==> config.mk <==
export PLATFORM = sky130hd
export DESIGN_NAME = fbo_bank
export DESIGN_NICKNAME = d
export VERILOG_FILES = /design/src/logic/fbo_slave_state.v /design/src/logic/fbo_bank.v
export VERILOG_INCLUDE_DIRS = /design/src /design/src/logic
export SDC_FILE = /design/constraint.sdc
export NUM_CORES = 1
export LEC_CHECK = 0
export BUFFER_PORTS_ARGS = -buffer_cell sky130_fd_sc_hd__clkbuf_2
export CORE_ASPECT_RATIO = 0.6
export CORE_MARGIN = 8
export CORE_UTILIZATION = 51
export CTS_CLUSTER_DIAMETER = 60
export DETAILED_ROUTE_END_ITERATION = 8
export GPL_TIMING_DRIVEN = 0
export PLACE_DENSITY = 0.92
export SLEW_MARGIN = 20
export SYNTH_ARGS = -nofsm -noshare
export SYNTH_HDL_FRONTEND = slang
export SYNTH_SLANG_ARGS = --single-unit
==> constraint.sdc <==
create_clock -name i_mclk -period 2.2 [get_ports i_mclk]
set_clock_uncertainty 0.1 [all_clocks]
set_input_delay 0.11 -clock i_mclk [delete_from_list [all_inputs] [get_ports i_mclk]]
set_output_delay 0.11 -clock i_mclk [all_outputs]
set_load 0.05 [all_outputs]
==> src/logic/fbo_defs.vh <==
// object indices, subindices, field positions and reset values of the fieldbus/host motion bank
// assumes object-dictionary access by 16-bit index and 8-bit subindex
`ifndef FBO_DEFS_VH
`define FBO_DEFS_VH
`define FBO_IDX_FB_STATUS 16'h2103
`define FBO_IDX_SLAVE_STATE 16'h2110
`define FBO_IDX_HM_ENABLE 16'h2290
`define FBO_IDX_HM_INPUT 16'h2291
`define FBO_SUB_HIGHEST 8'h00
`define FBO_SUB_1 8'h01
`define FBO_SUB_2 8'h02
`define FBO_SUB_3 8'h03
`define FBO_SUB_4 8'h04
`define FBO_FB_STATUS_MAXSUB 8'h02
`define FBO_HM_INPUT_MAXSUB 8'h04
`define FBO_DEACT_MASK_RST 32'h00000000
`define FBO_ACTIVE_SET_RST 32'h00190021
`define FBO_ACTIVE_USED_MASK 32'h0007007f
`define FBO_SLAVE_STATE_RST 16'h0000
`define FBO_HM_ENABLE_RST 8'h01
`define FBO_HM_ON_BIT 0
`define FBO_BUS_STATE_LSB 0
`define FBO_ERR_BIT 4
`define FBO_SYNC_BIT 5
`define FBO_BS_INIT 4'h1
`define FBO_BS_PREOP 4'h2
`define FBO_BS_BOOT 4'h3
`define FBO_BS_SAFEOP 4'h4
`define FBO_BS_OP 4'h8
`define FBO_BIT_USB 0
`define FBO_BIT_RS485 1
`define FBO_BIT_RS232 2
`define FBO_BIT_CAN 3
`define FBO_BIT_ETHERNET_IF 4
`define FBO_BIT_INDUSTRIAL_SLAVE_IF 5
`define FBO_BIT_SPI 6
`define FBO_BIT_SERIAL_MODBUS_PROTO 16
`define FBO_BIT_TCP_MODBUS_PROTO 17
`define FBO_BIT_ETHERNET_INDUSTRIAL_PROTO 18
`endif

==> src/logic/fbo_slave_state.v <==
// packs the industrial slave state into the 16-bit slave status word
// assumes bus state, error and sync levels synchronous to i_mclk
`include "fbo_defs.vh"
module fbo_slave_state (
    input wire i_mclk,
    input wire i_reset_n,
    input wire i_ce,
    input wire [3:0] i_bus_state,
    input wire i_error,
    input wire i_sync,
    output reg [15:0] o_word
);
    // only documented codes pass; others keep the last legal state
    function legal_state;
        input [3:0] s;
        begin
            legal_state = (s == `FBO_BS_INIT) || (s == `FBO_BS_PREOP) ||
                (s == `FBO_BS_BOOT) || (s == `FBO_BS_SAFEOP) || (s == `FBO_BS_OP);
        end
    endfunction

    reg [3:0] bus_state_r;
    reg [15:0] word_nxt;

    always @(posedge i_mclk or negedge i_reset_n)
    begin
        if (!i_reset_n)
            bus_state_r <= 4'h0;
        else if (i_ce && legal_state(i_bus_state))
            bus_state_r <= i_bus_state;
    end

    always @*
    begin
        word_nxt = 16'h0000;
        word_nxt[`FBO_BUS_STATE_LSB +: 4] = legal_state(i_bus_state) ? i_bus_state
            : bus_state_r;
        word_nxt[`FBO_ERR_BIT] = i_error;
        word_nxt[`FBO_SYNC_BIT] = i_sync;
    end

    always @(posedge i_mclk or negedge i_reset_n)
    begin
        if (!i_reset_n)
            o_word <= `FBO_SLAVE_STATE_RST;
        else if (i_ce)
            o_word <= word_nxt;
    end
endmodule

==> src/logic/fbo_bank.v <==
// object-dictionary bank: fieldbus status array, slave status word, host motion entries
// assumes one object access per cycle from the fieldbus master or host, synchronous inputs
// narrow entries travel in the low bits of the 32-bit data words
// How it works
// deactivatable mask is read-only 32 bits, reset zero
// active-set word is read-only 32 bits, reset 00190021 hex
// both words share the interface/protocol bit layout; other bits unused; the active-set reset value still sets bits 19 and 20
// fieldbus status array reports highest subindex 2; mask at 1, active at 2
// slave status word is read-only 16 bits, reset zero
// 4-bit bus state field codes INIT 1, PREOP 2, BOOT 3, SAFEOP 4, OP 8
// error flag reads one while a slave error is active
// sync flag reads one while distributed-clock sync is active
// host sets bit 0 of 8-bit enable register to activate; reset 01
// host selects and starts operating modes via the command entry
// input record: highest subindex 4, signed 32/16/8 set values, 8-bit command
// active-set word follows fieldbuses switched by the separate control object
// writes to read-only entries are ignored
`include "fbo_defs.vh"
module fbo_bank (
    input wire i_mclk,
    input wire i_reset_n,
    input wire i_ce,
    input wire i_req,
    input wire i_wr,
    input wire [15:0] i_index,
    input wire [7:0] i_subindex,
    input wire [31:0] i_wdata,
    input wire [31:0] i_deact_capable,
    input wire [31:0] i_active_fieldbuses,
    input wire [3:0] i_bus_state,
    input wire i_slave_error,
    input wire i_dc_sync,
    output reg o_ack,
    output reg o_err,
    output reg [31:0] o_rdata,
    output reg [31:0] o_fieldbus_deactivatable_mask,
    output reg [31:0] o_fieldbus_active_set,
    output reg [15:0] o_slave_state_word,
    output reg o_host_motion_on,
    output reg [31:0] o_set_value_a,
    output reg [15:0] o_set_value_b,
    output reg [7:0] o_set_value_c,
    output reg [7:0] o_command,
    output reg o_command_strobe
);
    // what an object/subindex pair allows
    localparam [1:0] KIND_NONE = 2'b00;
    localparam [1:0] KIND_READ = 2'b01;
    localparam [1:0] KIND_WRITE = 2'b11;

    // access kind of an object/subindex pair; bit 0 mapped, bit 1 writable
    function [1:0] decode;
        input [15:0] idx;
        input [7:0] sub;
        begin
            decode = KIND_NONE;
            case (idx)
                `FBO_IDX_FB_STATUS:
                    if (sub <= `FBO_FB_STATUS_MAXSUB)
                        decode = KIND_READ;
                `FBO_IDX_SLAVE_STATE:
                    if (sub == `FBO_SUB_HIGHEST)
                        decode = KIND_READ;
                `FBO_IDX_HM_ENABLE:
                    if (sub == `FBO_SUB_HIGHEST)
                        decode = KIND_WRITE;
                `FBO_IDX_HM_INPUT:
                    if (sub == `FBO_SUB_HIGHEST)
                        decode = KIND_READ;
                    else if (sub <= `FBO_HM_INPUT_MAXSUB)
                        decode = KIND_WRITE;
                default:
                    decode = KIND_NONE;
            endcase
        end
    endfunction

    // one where a bit position carries an interface or protocol
    function layout_bit;
        input integer pos;
        begin
            case (pos)
                `FBO_BIT_USB,
                `FBO_BIT_RS485,
                `FBO_BIT_RS232,
                `FBO_BIT_CAN,
                `FBO_BIT_ETHERNET_IF,
                `FBO_BIT_INDUSTRIAL_SLAVE_IF,
                `FBO_BIT_SPI,
                `FBO_BIT_SERIAL_MODBUS_PROTO,
                `FBO_BIT_TCP_MODBUS_PROTO,
                `FBO_BIT_ETHERNET_INDUSTRIAL_PROTO:
                    layout_bit = 1'b1;
                default:
                    layout_bit = 1'b0;
            endcase
        end
    endfunction

    // signed 16-bit entry widened to the 32-bit read word
    function [31:0] sext16;
        input [15:0] v;
        begin
            sext16 = {{16{v[15]}}, v};
        end
    endfunction

    // signed 8-bit entry widened to the 32-bit read word
    function [31:0] sext8;
        input [7:0] v;
        begin
            sext8 = {{24{v[7]}}, v};
        end
    endfunction

    reg [7:0] hm_enable_r;
    reg [31:0] set_a_r;
    reg [15:0] set_b_r;
    reg [7:0] set_c_r;
    reg [7:0] command_r;
    reg [31:0] rdata_nxt;
    wire [1:0] dec = decode(i_index, i_subindex);
    wire hit = dec[0];
    wire wr_ok = i_req && i_wr && dec[1];
    wire refused = !hit || (i_wr && !dec[1]);
    wire wr_input = wr_ok && (i_index == `FBO_IDX_HM_INPUT);
    wire wr_enable = wr_ok && (i_index == `FBO_IDX_HM_ENABLE);
    wire wr_set_a = wr_input && (i_subindex == `FBO_SUB_1);
    wire wr_set_b = wr_input && (i_subindex == `FBO_SUB_2);
    wire wr_set_c = wr_input && (i_subindex == `FBO_SUB_3);
    wire wr_command = wr_input && (i_subindex == `FBO_SUB_4);
    wire [15:0] slave_word;
    wire [31:0] active_masked;
    wire [31:0] deact_masked;

    // unused bit positions forced to zero in both words, except bits 19 and 20 of the active-set reset value
    genvar g;
    generate
        for (g = 0; g < 32; g = g + 1)
        begin : g_layout
            assign active_masked[g] = layout_bit(g) ? i_active_fieldbuses[g] : 1'b0;
            assign deact_masked[g] = layout_bit(g) ? i_deact_capable[g] : 1'b0;
        end
    endgenerate

    fbo_slave_state fbo_slave_state_inst (
        .i_mclk(i_mclk),
        .i_reset_n(i_reset_n),
        .i_ce(i_ce),
        .i_bus_state(i_bus_state),
        .i_error(i_slave_error),
        .i_sync(i_dc_sync),
        .o_word(slave_word)
    );

    // deactivatable mask follows its source; no write path reaches it
    always @(posedge i_mclk or negedge i_reset_n)
    begin
        if (!i_reset_n)
            o_fieldbus_deactivatable_mask <= `FBO_DEACT_MASK_RST;
        else if (i_ce)
            o_fieldbus_deactivatable_mask <= deact_masked;
    end

    // active set follows the fieldbuses switched by the control object
    always @(posedge i_mclk or negedge i_reset_n)
    begin
        if (!i_reset_n)
            o_fieldbus_active_set <= `FBO_ACTIVE_SET_RST;
        else if (i_ce)
            o_fieldbus_active_set <= active_masked;
    end

    // writable host motion entries; each takes only its own object and subindex
    always @(posedge i_mclk or negedge i_reset_n)
    begin
        if (!i_reset_n)
            hm_enable_r <= `FBO_HM_ENABLE_RST;
        else if (i_ce && wr_enable)
            hm_enable_r <= i_wdata[7:0];
    end

    always @(posedge i_mclk or negedge i_reset_n)
    begin
        if (!i_reset_n)
            set_a_r <= 32'h00000000;
        else if (i_ce && wr_set_a)
            set_a_r <= i_wdata;
    end

    always @(posedge i_mclk or negedge i_reset_n)
    begin
        if (!i_reset_n)
            set_b_r <= 16'h0000;
        else if (i_ce && wr_set_b)
            set_b_r <= i_wdata[15:0];
    end

    always @(posedge i_mclk or negedge i_reset_n)
    begin
        if (!i_reset_n)
            set_c_r <= 8'h00;
        else if (i_ce && wr_set_c)
            set_c_r <= i_wdata[7:0];
    end

    always @(posedge i_mclk or negedge i_reset_n)
    begin
        if (!i_reset_n)
            command_r <= 8'h00;
        else if (i_ce && wr_command)
            command_r <= i_wdata[7:0];
    end

    // strobe marks the cycle after a command write
    always @(posedge i_mclk or negedge i_reset_n)
    begin
        if (!i_reset_n)
            o_command_strobe <= 1'b0;
        else if (i_ce)
            o_command_strobe <= wr_command;
    end

    // read mux; the narrower set values and the 8-bit command sign-extend, enable and top subindex zero-extend
    always @*
    begin
        rdata_nxt = 32'h00000000;
        case (i_index)
            `FBO_IDX_FB_STATUS:
                case (i_subindex)
                    `FBO_SUB_HIGHEST: rdata_nxt = {24'h000000, `FBO_FB_STATUS_MAXSUB};
                    `FBO_SUB_1: rdata_nxt = o_fieldbus_deactivatable_mask;
                    `FBO_SUB_2: rdata_nxt = o_fieldbus_active_set;
                    default: rdata_nxt = 32'h00000000;
                endcase
            `FBO_IDX_SLAVE_STATE:
                rdata_nxt = {16'h0000, slave_word};
            `FBO_IDX_HM_ENABLE:
                rdata_nxt = {24'h000000, hm_enable_r};
            `FBO_IDX_HM_INPUT:
                case (i_subindex)
                    `FBO_SUB_HIGHEST: rdata_nxt = {24'h000000, `FBO_HM_INPUT_MAXSUB};
                    `FBO_SUB_1: rdata_nxt = set_a_r;
                    `FBO_SUB_2: rdata_nxt = sext16(set_b_r);
                    `FBO_SUB_3: rdata_nxt = sext8(set_c_r);
                    `FBO_SUB_4: rdata_nxt = sext8(command_r);
                    default: rdata_nxt = 32'h00000000;
                endcase
            default:
                rdata_nxt = 32'h00000000;
        endcase
        if (!hit)
            rdata_nxt = 32'h00000000;
    end

    // one-cycle answer; refused accesses flag o_err
    always @(posedge i_mclk or negedge i_reset_n)
    begin
        if (!i_reset_n)
        begin
            o_ack <= 1'b0;
            o_err <= 1'b0;
        end
        else if (i_ce)
        begin
            o_ack <= i_req;
            o_err <= i_req && refused;
        end
    end

    // read data stands with o_ack only; writes and idle cycles answer zero
    always @(posedge i_mclk or negedge i_reset_n)
    begin
        if (!i_reset_n)
            o_rdata <= 32'h00000000;
        else if (i_ce)
            o_rdata <= (i_req && !i_wr) ? rdata_nxt : 32'h00000000;
    end

    // slave word mirror adds one cycle behind the packing stage
    always @(posedge i_mclk or negedge i_reset_n)
    begin
        if (!i_reset_n)
            o_slave_state_word <= `FBO_SLAVE_STATE_RST;
        else if (i_ce)
            o_slave_state_word <= slave_word;
    end

    // host motion mirrors drive outputs straight from flip-flops
    always @(posedge i_mclk or negedge i_reset_n)
    begin
        if (!i_reset_n)
        begin
            o_host_motion_on <= 1'b1;
            o_set_value_a <= 32'h00000000;
            o_set_value_b <= 16'h0000;
            o_set_value_c <= 8'h00;
            o_command <= 8'h00;
        end
        else if (i_ce)
        begin
            o_host_motion_on <= hm_enable_r[`FBO_HM_ON_BIT];
            o_set_value_a <= set_a_r;
            o_set_value_b <= set_b_r;
            o_set_value_c <= set_c_r;
            o_command <= command_r;
        end
    end
endmodule

=== Word-level counts from Yosys, hierarchy flattened ===
Index checks and enable logic that the tools add are counted.

* Register bits: 210
* Word-level logic and storage cells: 72
* Output and inout port bits: 180
* Bits of input ports: 131

* Order comparisons: 2
* Reductions and logical operators: 26
* Multiplexer cells: 12
* Equal/unequal tests: 13

{| class="wikitable"
|+ Operators with widths
! cell !! count
|-
| $pmux W32 S5 || 1
|-
| $pmux W32 S4 || 1
|-
| $eq A16 B14 Y1 const B || 4
|-
| $mux W32 || 2
|-
| $pmux W21 S3 || 1
|-
| $logic_and A1 B1 Y1 || 17
|-
| $eq A8 B2 Y1 const B || 2
|-
| $eq A4 B2 Y1 const B || 2
|-
| $eq A8 B1 Y1 const B || 1
|-
| $eq A8 B3 Y1 const B || 1
|-
| $le A8 B2 Y1 const B || 1
|-
| $le A8 B3 Y1 const B || 1
|-
| $logic_not A8 Y1 || 1
|-
| $pmux W2 S4 || 1
|-
| $mux W2 || 3
|-
| $logic_or A1 B1 Y1 || 5
|-
| $eq A4 B1 Y1 const B || 1
|-
| $eq A4 B3 Y1 const B || 1
|-
| $eq A4 B4 Y1 const B || 1
|-
| $mux W4 || 1
|-
| $logic_not A1 Y1 || 3
|-
| $mux W1 || 2
|}

=== Logic depth before layout (Yosys ltp) ===
Gate-level depths: netlist of the first run.

* Word-level depth: 8
* Mapped depth: 8
* Depth with buffers taken out: 5

=== Hierarchy ===
Synthesis of the first run repeated with hierarchy kept, for this count alone.

* Cells, all modules: 789
* Area, all modules: 10060.9 µm²

{| class="wikitable"
|+ Modules (own cells, without submodules)
! module !! times used !! cells each !! area an instance (µm²) !! sequential area each (µm²)
|-
| fbo_bank || 1 || 719 || 9405.3 || 5237.5
|-
| fbo_slave_state || 1 || 70 || 655.6 || 250.2
|}

=== Worst setup path after synthesis of the first run ===
OpenSTA, ideal clock, no wires.

* Kind: input port to flip-flop
* Start: input i_index[3]
* End: register hm_enable_r[1]
* Stages on the path: 6
* Path buffers: 1
* Setup time: 0.127 ns
* Path slack: 0.259 ns
* Arrival time: 1.714 ns
* Required time: 1.973 ns
* Path through: nor4_4 > nand4_1 > nor4b_4 > o21a_1 > buf_4 > mux2_1

* Cells in the longest elaborated chain, start to end: 5
* Elaborated cells on any way between the ends: 8
* Classes of those cells: 4 x eq/ne; 1 x mux; 3 x reduce/logical

{| class="wikitable"
|+ RTL lines
! item !! RTL line !! RTL
|-
| from (decl) || fbo_bank.v:25 || <nowiki>input wire [15:0] i_index,</nowiki>
|-
| $eq A16 B14 Y1 || fbo_bank.v:57 || <nowiki>case (idx)</nowiki>
|-
| $pmux W2 S4 || fbo_bank.v:57 ||
|-
| $logic_and A1 B1 Y1 || fbo_bank.v:124 || <nowiki>wire wr_ok = i_req && i_wr && dec[1];</nowiki>
|-
| $logic_and A1 B1 Y1 (*) || fbo_bank.v:127 || <nowiki>wire wr_enable = wr_ok && (i_index == `FBO_IDX_HM_ENABLE);</nowiki>
|-
| $logic_and A1 B1 Y1 (*) || fbo_bank.v:179 || <nowiki>else if (i_ce && wr_enable)</nowiki>
|-
| to (signal assigned) || fbo_bank.v:178 || <nowiki>hm_enable_r <= `FBO_HM_ENABLE_RST;</nowiki>
|-
| to (signal assigned) || fbo_bank.v:180 || <nowiki>hm_enable_r <= i_wdata[7:0];</nowiki>
|-
| to (decl) || fbo_bank.v:116 || <nowiki>reg [7:0] hm_enable_r;</nowiki>
|}

Every way passes the cells marked *; elsewhere a longest branch is shown, timed or not.
A chain may end at the register's enable or synchronous reset.

=== Final worst setup path of the first run ===
* Start: input i_wr
* End: register set_a_r[4]

* Cells in the longest elaborated chain, start to end: 5

{| class="wikitable"
|+ RTL lines
! item !! RTL line !! RTL
|-
| from (decl) || fbo_bank.v:24 || <nowiki>input wire i_wr,</nowiki>
|-
| $logic_and A1 B1 Y1 (2 in series) || fbo_bank.v:124 ||
|-
| $logic_and A1 B1 Y1 || fbo_bank.v:126 || <nowiki>wire wr_input = wr_ok && (i_index == `FBO_IDX_HM_INPUT);</nowiki>
|-
| $logic_and A1 B1 Y1 || fbo_bank.v:128 || <nowiki>wire wr_set_a = wr_input && (i_subindex == `FBO_SUB_1);</nowiki>
|-
| $logic_and A1 B1 Y1 || fbo_bank.v:187 || <nowiki>else if (i_ce && wr_set_a)</nowiki>
|-
| to (signal assigned) || fbo_bank.v:188 || <nowiki>set_a_r <= i_wdata;</nowiki>
|-
| to (decl) || fbo_bank.v:117 || <nowiki>reg [31:0] set_a_r;</nowiki>
|}

No other way between the ends.

==> out/qor.yml, run 1 <==
clk_latency_ps: 500
via_per_inst: 5.66
die_h_um: 121
max_freq_mhz: 487
r2r_cells: 5
syn_to_final_growth_pct: 31.2
cts-buffers-inserted: 20
cts_root_buffer: "clkbuf_16"
tns_ps: 0
finalSetupViolations: 0
ys_seq_elements: 209
fin_area_sq_um: 12200
die-area_sq_um: 22900
core-area_sq_um: 18000
clk_pin_slew_ps: 60
p_comb_frac: 0.134
synth_area_leaders: "dfrtp_1, mux2_2, buf_4"
grt_pass1_wl_um: 45200
dpl.cell_count: 1194
hold_violations: 0
switching_power_w: 0.00234
drtIter0Drc: 628
clock_sinks: 209
period_needed_ps: 2050
netlist_area_sq_um: 9300
ios: 311
grt_max_degree: 94
fin_crit_sh: 0.933
p_int_w: 0.00635
tritoncts: "done"
worst_ep_arrival_time_ps: 2320
drive_above_1_share: 0.472
cts_buffer_depth: 3
cp-end-kind: "flop"
yosysSeqAreaShare: 0.563
yosysWarnings: 0
die_w_um: 190
firstDrtPassIters: 5
htree_levels: 1
syn_area_per_cell_sq_um: 13.5
rrSetupSlack_ps: 180
start_util: 0.517
slew_viol_final: 0
io_buffers: 213
wl_um: 29600
drc: 0
rsz0062_at_grt: "false"
grt_overflow: 0
critPathLaunchType: "input pin"
hp-class: "in2async"
ys_types: 56
worstMarginPinSlew_ps: 894
grt_use_total: 0.250
leakagePower_nw: 6.21
synth.top_cell.area_share: 0.546
placementRows: 38
critical-path-max-stage-delay_ps: 530
p_per_area_nw_per_um2: 713
num_antenna_cells: 0
power.total_w: 0.00869
postRouteAntennaNets: 0
ir_worst_vdd_mv: 0.477
p_seq_frac: 0.462
grt_pass1_vias: 7539
ys_async_sr_fraction: 1.00
outcome: "finished clean"
synth_enable_flop_cells: 0
synth_flop_cell: "dfrtp_1"
relSlewSlack: 0.402
netlist_instances: 688
layout.nets: 1167
cp.required_ps: 2470
final_util: 0.679
crit_chain: "dlygate4sd3_1 -> clkbuf_2 -> nand3_1 -> nor3_1 -> nand2_1 -> buf_2 -> mux2_2"
slowest_stage: "dlygate4sd3_1"
placed_area_sq_um: 10900
wl_per_cell_um: 22.9
synth.largest_area_cell: "dfrtp_1"
p_sw_frac: 0.269
place_congestion: 0.894
vias: 7306
stdcell_count: 1290
drv_cap: 0
pwr-share-clk: 0.404
antenna_found_initial: 0
worst-path-max-fanout: 10
worstSetupPathType: "in2reg"
dp_hpwl_um: 20600
## kinds of logic (layout without fill, tap and decap cells)
| family | count (synthesis) | count (layout) | synth area share |
|---|---|---|---|
| AOI/OAI and AO/OA | 130 | 130 | 0.106 |
| xor gates and xnor gates | 1 | 1 | 0.000942 |
| muxes | 177 | 177 | 0.214 |
| buffers and inverters | 99 | 410 | 0.0634 |
| other | 1 | 52 | 0.000403 |
| and+or+nand+nor | 71 | 71 | 0.0520 |
| DFF | 209 | 209 | 0.563 |
## final timing paths
| kind | start | endpoint |
|---|---|---|
| min reg2reg | o_command_strobe$_DFFE_PN0P_ | o_command_strobe$_DFFE_PN0P_ |
| max in group asynchronous | i_reset_n | o_rdata[30]$_DFFE_PN0P_ |
| max reg2reg | command_r[7]$_DFFE_PN0P_ | o_rdata[22]$_DFFE_PN0P_ |
| max | i_wr | set_a_r[4]$_DFFE_PN0P_ |
| min in group i_mclk | i_subindex[4] | o_rdata[20]$_DFFE_PN0P_ |
| min | i_reset_n | o_slave_state_word[5]$_DFFE_PN0P_ |
## critical path: cells and delay by family
family                 cells  cell delay [ps]
buffers and inverters      3              970
and+or+nand+nor            3              940
muxes                      1              300
## state kept, by name, indices dropped and copies added, names as in the netlist
register / count
o_fieldbus_active_set: 11
o_host_motion_on: 1
set_b_r: 16
o_fieldbus_deactivatable_mask: 10
o_slave_state_word: 6
fbo_slave_state_inst.o_word: 6
fbo_slave_state_inst.bus_state_r: 4
o_set_value_c: 8
o_command_strobe: 1
hm_enable_r: 8
o_set_value_b: 16
command_r: 8
o_ack: 1
set_a_r: 32
o_set_value_a: 32
set_c_r: 8
o_err: 1
o_rdata: 32
o_command: 8
## cells in the final DEF (no fill, tap or decap), types with 11 or more instances in the layout
cell type,n
dfrtp_1,203
o2bb2ai_1,38
a22oi_1,14
clkbuf_1,25
dlygate4sd3_1,61
a21oi_1,26
clkbuf_2,213
buf_2,12
nor2_1,11
mux2_2,166
buf_4,54
conb_1,52
clkbuf_16,21
## area by class of cell
class                           count  area [sq um]
Tap cell                          240           300
Timing Repair Buffer              276          1740
Clock inverter                      8          93.8
Clock buffer                       28           562
Inverter                            6          22.5
Multi-Input combinational cell    431          3670
Sequential cell                   209          5240
Buffer                             92           571
Fill cell                        1245          5780
## stage by stage
step	worst slack (ps)	hold slack, ps
final	146	9.73
after global routing	17.2	31.8
after CTS	62.6	7.95
after detailed placement	-413	-48.7
after global placement	-3050	242
after floorplan	259	-286
## per-layer routing
metal	up-vias	wire, um	track usage
met5	-	0	0
met4	0	570	0.0497
met3	59	2790	0.0630
met2	410	13800	0.403
met1	3682	12500	0.342
li1	3155	-	-
## repair_timing
item / 4_1_cts / 5_1_grt
resized for setup: 1 / 8
setup buffers: 0 / 0
hold buffers: 61 / 0
endpoints found under the setup margin: 10 / 24
pin swaps: 0 / 1
hold endpoints to repair: 218 / 0
## cells in the mapped netlist (all sizes together) (2+ instances only)
cell	count
nor4	5
a222oi	4
inv	5
nor4b	4
a2111oi	2
nor2	11
mux2i	3
a221oi	10
nor4bb	2
and2	3
nand2b	3
nand3	5
dfstp	6
o21ai	10
mux2	174
o2bb2ai	38
nor2b	5
and3b	2
dfrtp	203
buf	71
a21o	3
a22oi	14
nand2	9
o31ai	2
o21a	3
clkbuf	22
and3	3
nand4	2
a21oi	26
nor3	10
nor3b	3
a22o	10
## power groups by stage
| stage | logic (W) | registers (W) | clock network (W) |
|---|---|---|---|
| final | 0.00116 | 0.00402 | 0.00351 |
| after global routing | 0.00123 | 0.00403 | 0.00370 |
| after CTS | 0.00115 | 0.00402 | 0.00354 |
| after detailed placement | 0.00106 | 0.00409 | 0 |
| after global placement | 0.00103 | 0.00408 | 0 |
| after floorplan | 0.000491 | 0.00429 | 0 |
Power figures use the tool's default switching activity.
==> run 2: changes to the inputs <==
BUFFER_PORTS_ARGS = -buffer_cell sky130_fd_sc_hd__buf_2   (was -buffer_cell sky130_fd_sc_hd__clkbuf_2)
CTS_CLUSTER_SIZE = 25   (was unset)
==> out/qor.yml, run 2 (synthesized netlist as in run 1, its figures left out) <==
grt_overflow: 0  # unchanged
drv_cap: 0  # unchanged
critical-path-max-stage-delay_ps: 770  # +240 ps
critPathLaunch: "i_ce"
placementRows: 38  # unchanged
ios: 311  # unchanged
fin_crit_sh: 1.00  # +0.0671
dpl.cell_count: 1194  # unchanged
fin_area_sq_um: 11900  # -2.1%
finalWorstSetupSlack_ps: -1.25  # -148 ps
crit_chain: "clkbuf_1 -> clkbuf_1 -> clkbuf_1 -> mux2_2"
worst_ep_arrival_time_ps: 2460  # +140 ps
hp-class: "in2async"
slew_viol_final: 0  # unchanged
relSlewSlack: 0.320  # -0.0821
worstMarginPinSlew_ps: 1020  # +123 ps
crit_family: "buffers and inverters"
largest_registers: "o_rdata x32, o_set_value_a x32, set_a_r x32"
vias: 7229  # -1.1%
tns_ps: -1.25  # -1.25 ps
hold_violations: 0  # unchanged
worstSetupPathType: "in2reg"
grt_max_degree: 90  # -4.3%
tritoncts: "done"
violations: "negative setup slack"
clk_latency_ps: 480  # -20 ps
htree_levels: 1  # unchanged
grt_pass1_vias: 7455  # -1.1%
reg2reg_from: "command_r[7]$_DFFE_PN0P_"
layout.nets: 1159  # -0.69%
cts-buffers-inserted: 12  # -40%
stdcell_count: 1274  # -1.2%
drtIter0Drc: 650  # +3.5%
rsz0062_at_grt: "false"
grt_pass1_wl_um: 44500  # -1.5%
die_h_um: 121  # unchanged
pre_cts_ws_ps: -492  # -78.3 ps
cts_buffer_depth: 3  # unchanged
clk_pin_slew_ps: 100  # +40 ps
finalSetupViolations: 1  # +1
grt_use_total: 0.247  # -0.00309
ir_worst_vdd_mv: 0.615  # +29%
io_buffers: 213  # unchanged
cp-end-kind: "flop"
syn_to_final_growth_pct: 28.4
crit_path_frequent_cell: "clkbuf_1"
n_fill_cell: 1303  # +4.7%
firstDrtPassIters: 5  # unchanged
dp_hpwl_um: 20700  # +0.15%
place_congestion: 0.898  # +0.35%
drive_above_1_share: 0.464  # -0.00816
cts_root_buffer: "clkbuf_16"
start_util: 0.517  # unchanged
placed_area_sq_um: 10900  # about the same
cp.required_ps: 2460  # about the same
clock_sinks: 209  # unchanged
final_cell_mix: "buf_2, dfrtp_1, mux2_2, dlygate4sd3_1, buf_4"
wl_um: 29200  # -1.4%
period_needed_ps: 2200  # +148 ps
core-area_sq_um: 18000  # unchanged
critPathLaunchType: "input pin"
critPathBufInv: 3  # unchanged
die-area_sq_um: 22900  # unchanged
wl_per_cell_um: 22.9  # -0.16%
drc: 0  # unchanged
leakagePower_nw: 6.14  # -1.1%
max_freq_mhz: 454  # -6.7%
postRouteAntennaNets: 0  # unchanged
die_w_um: 190  # unchanged
via_per_inst: 5.67  # +0.19%
hold_ws_ps: 47.6  # +37.8 ps
num_antenna_cells: 0  # unchanged
worst-path-max-fanout: 10  # unchanged
antenna_found_initial: 0  # unchanged
outcome: "complete, but fails checks"
p_per_area_nw_per_um2: 648  # -9.1%
slowest_stage: "clkbuf_1"
final_common_cell: "buf_2"
## run 2: changes by cell type in the layout (fill, tap and decap cells not counted), moves of 5 or more
cell	before	now
buf_2	12	224
clkbuf_16	21	13
clkbuf_2	213	0
clkinv_2	5	0
## run 2: metal layers
| metal | vias up | share of wire | GRT usage | wire length, um |
|---|---|---|---|---|
| li1 | 3110 | - | - | - |
| met1 | 3688 | 0.42 | 0.334 | 12200 |
| met2 | 379 | 0.46 | 0.393 | 13500 |
| met3 | 52 | 0.097 | 0.0713 | 2840 |
| met4 | 0 | 0.021 | 0.0550 | 611 |
| met5 | - | 0 | 0 | 0 |
## run 2: cell type report
cell class | count | area [sq um] | share of cell area
buffer | 92 | 563 | 0.0472
clock buffer | 18 | 354 | 0.0297
clock inverter | 2 | 41.3 | 0.00346
inverter | 6 | 22.5 | 0.00189
multi-input combinational | 431 | 3680 | 0.308
sequential | 209 | 5240 | 0.439
tap | 240 | 300 | 0.0251
timing repair buffer | 276 | 1740 | 0.146
## run 2: path summary, 6_finish.rpt
check | slack [ps] | cells after the start | endpoint
min | 50 | 2 | o_slave_state_word[5]$_DFFE_PN0P_
max reg2reg | 100 | 5 | o_rdata[24]$_DFFE_PN0P_
min reg2reg | 390 | 1 | o_command_strobe$_DFFE_PN0P_
max in group asynchronous | 1120 | 3 | o_fieldbus_active_set[16]$_DFFE_PN1P_
max | -1 | 4 | o_set_value_b[12]$_DFFE_PN0P_
min in group i_mclk | 90 | 6 | o_rdata[19]$_DFFE_PN0P_
## run 2: power by group
| part | total (W) | internal (W) | switching, W |
|---|---|---|---|
| Clock | 0.00256 | 0.00126 | 0.00130 |
| Sequential | 0.00401 | 0.00394 | 0.0000761 |
| Combinational | 0.00116 | 0.000382 | 0.000782 |
| Total | 0.00774 | 0.00558 | 0.00216 |
## run 2: what timing repair did
| item | CTS | global route |
|---|---|---|
| setup endpoints to repair | 10 | 31 |
| hold buffers | 61 | 0 |
| pin swaps | 0 | 0 |
| endpoints found under the hold margin | 310 | 0 |
| resized for setup | 1 | 4 |
| setup buffers | 0 | 0 |
## run 2: metrics by stage
stage | utilization | power [W]
final | 0.664 | 0.00774
after global routing | 0.664 | 0.00799
after CTS | 0.663 | 0.00773
after detailed placement | 0.608 | 0.00514
after global placement | 0.604 | 0.00511
after floorplan | - | 0.00478
## run 2: worst register-to-register path, stage by stage, from the launching register on
cell and delay (ps):
dfrtp_1 380, nor4bb_1 440, o211a_2 440, a21o_1 380, a21oi_1 120, o2bb2ai_1 170
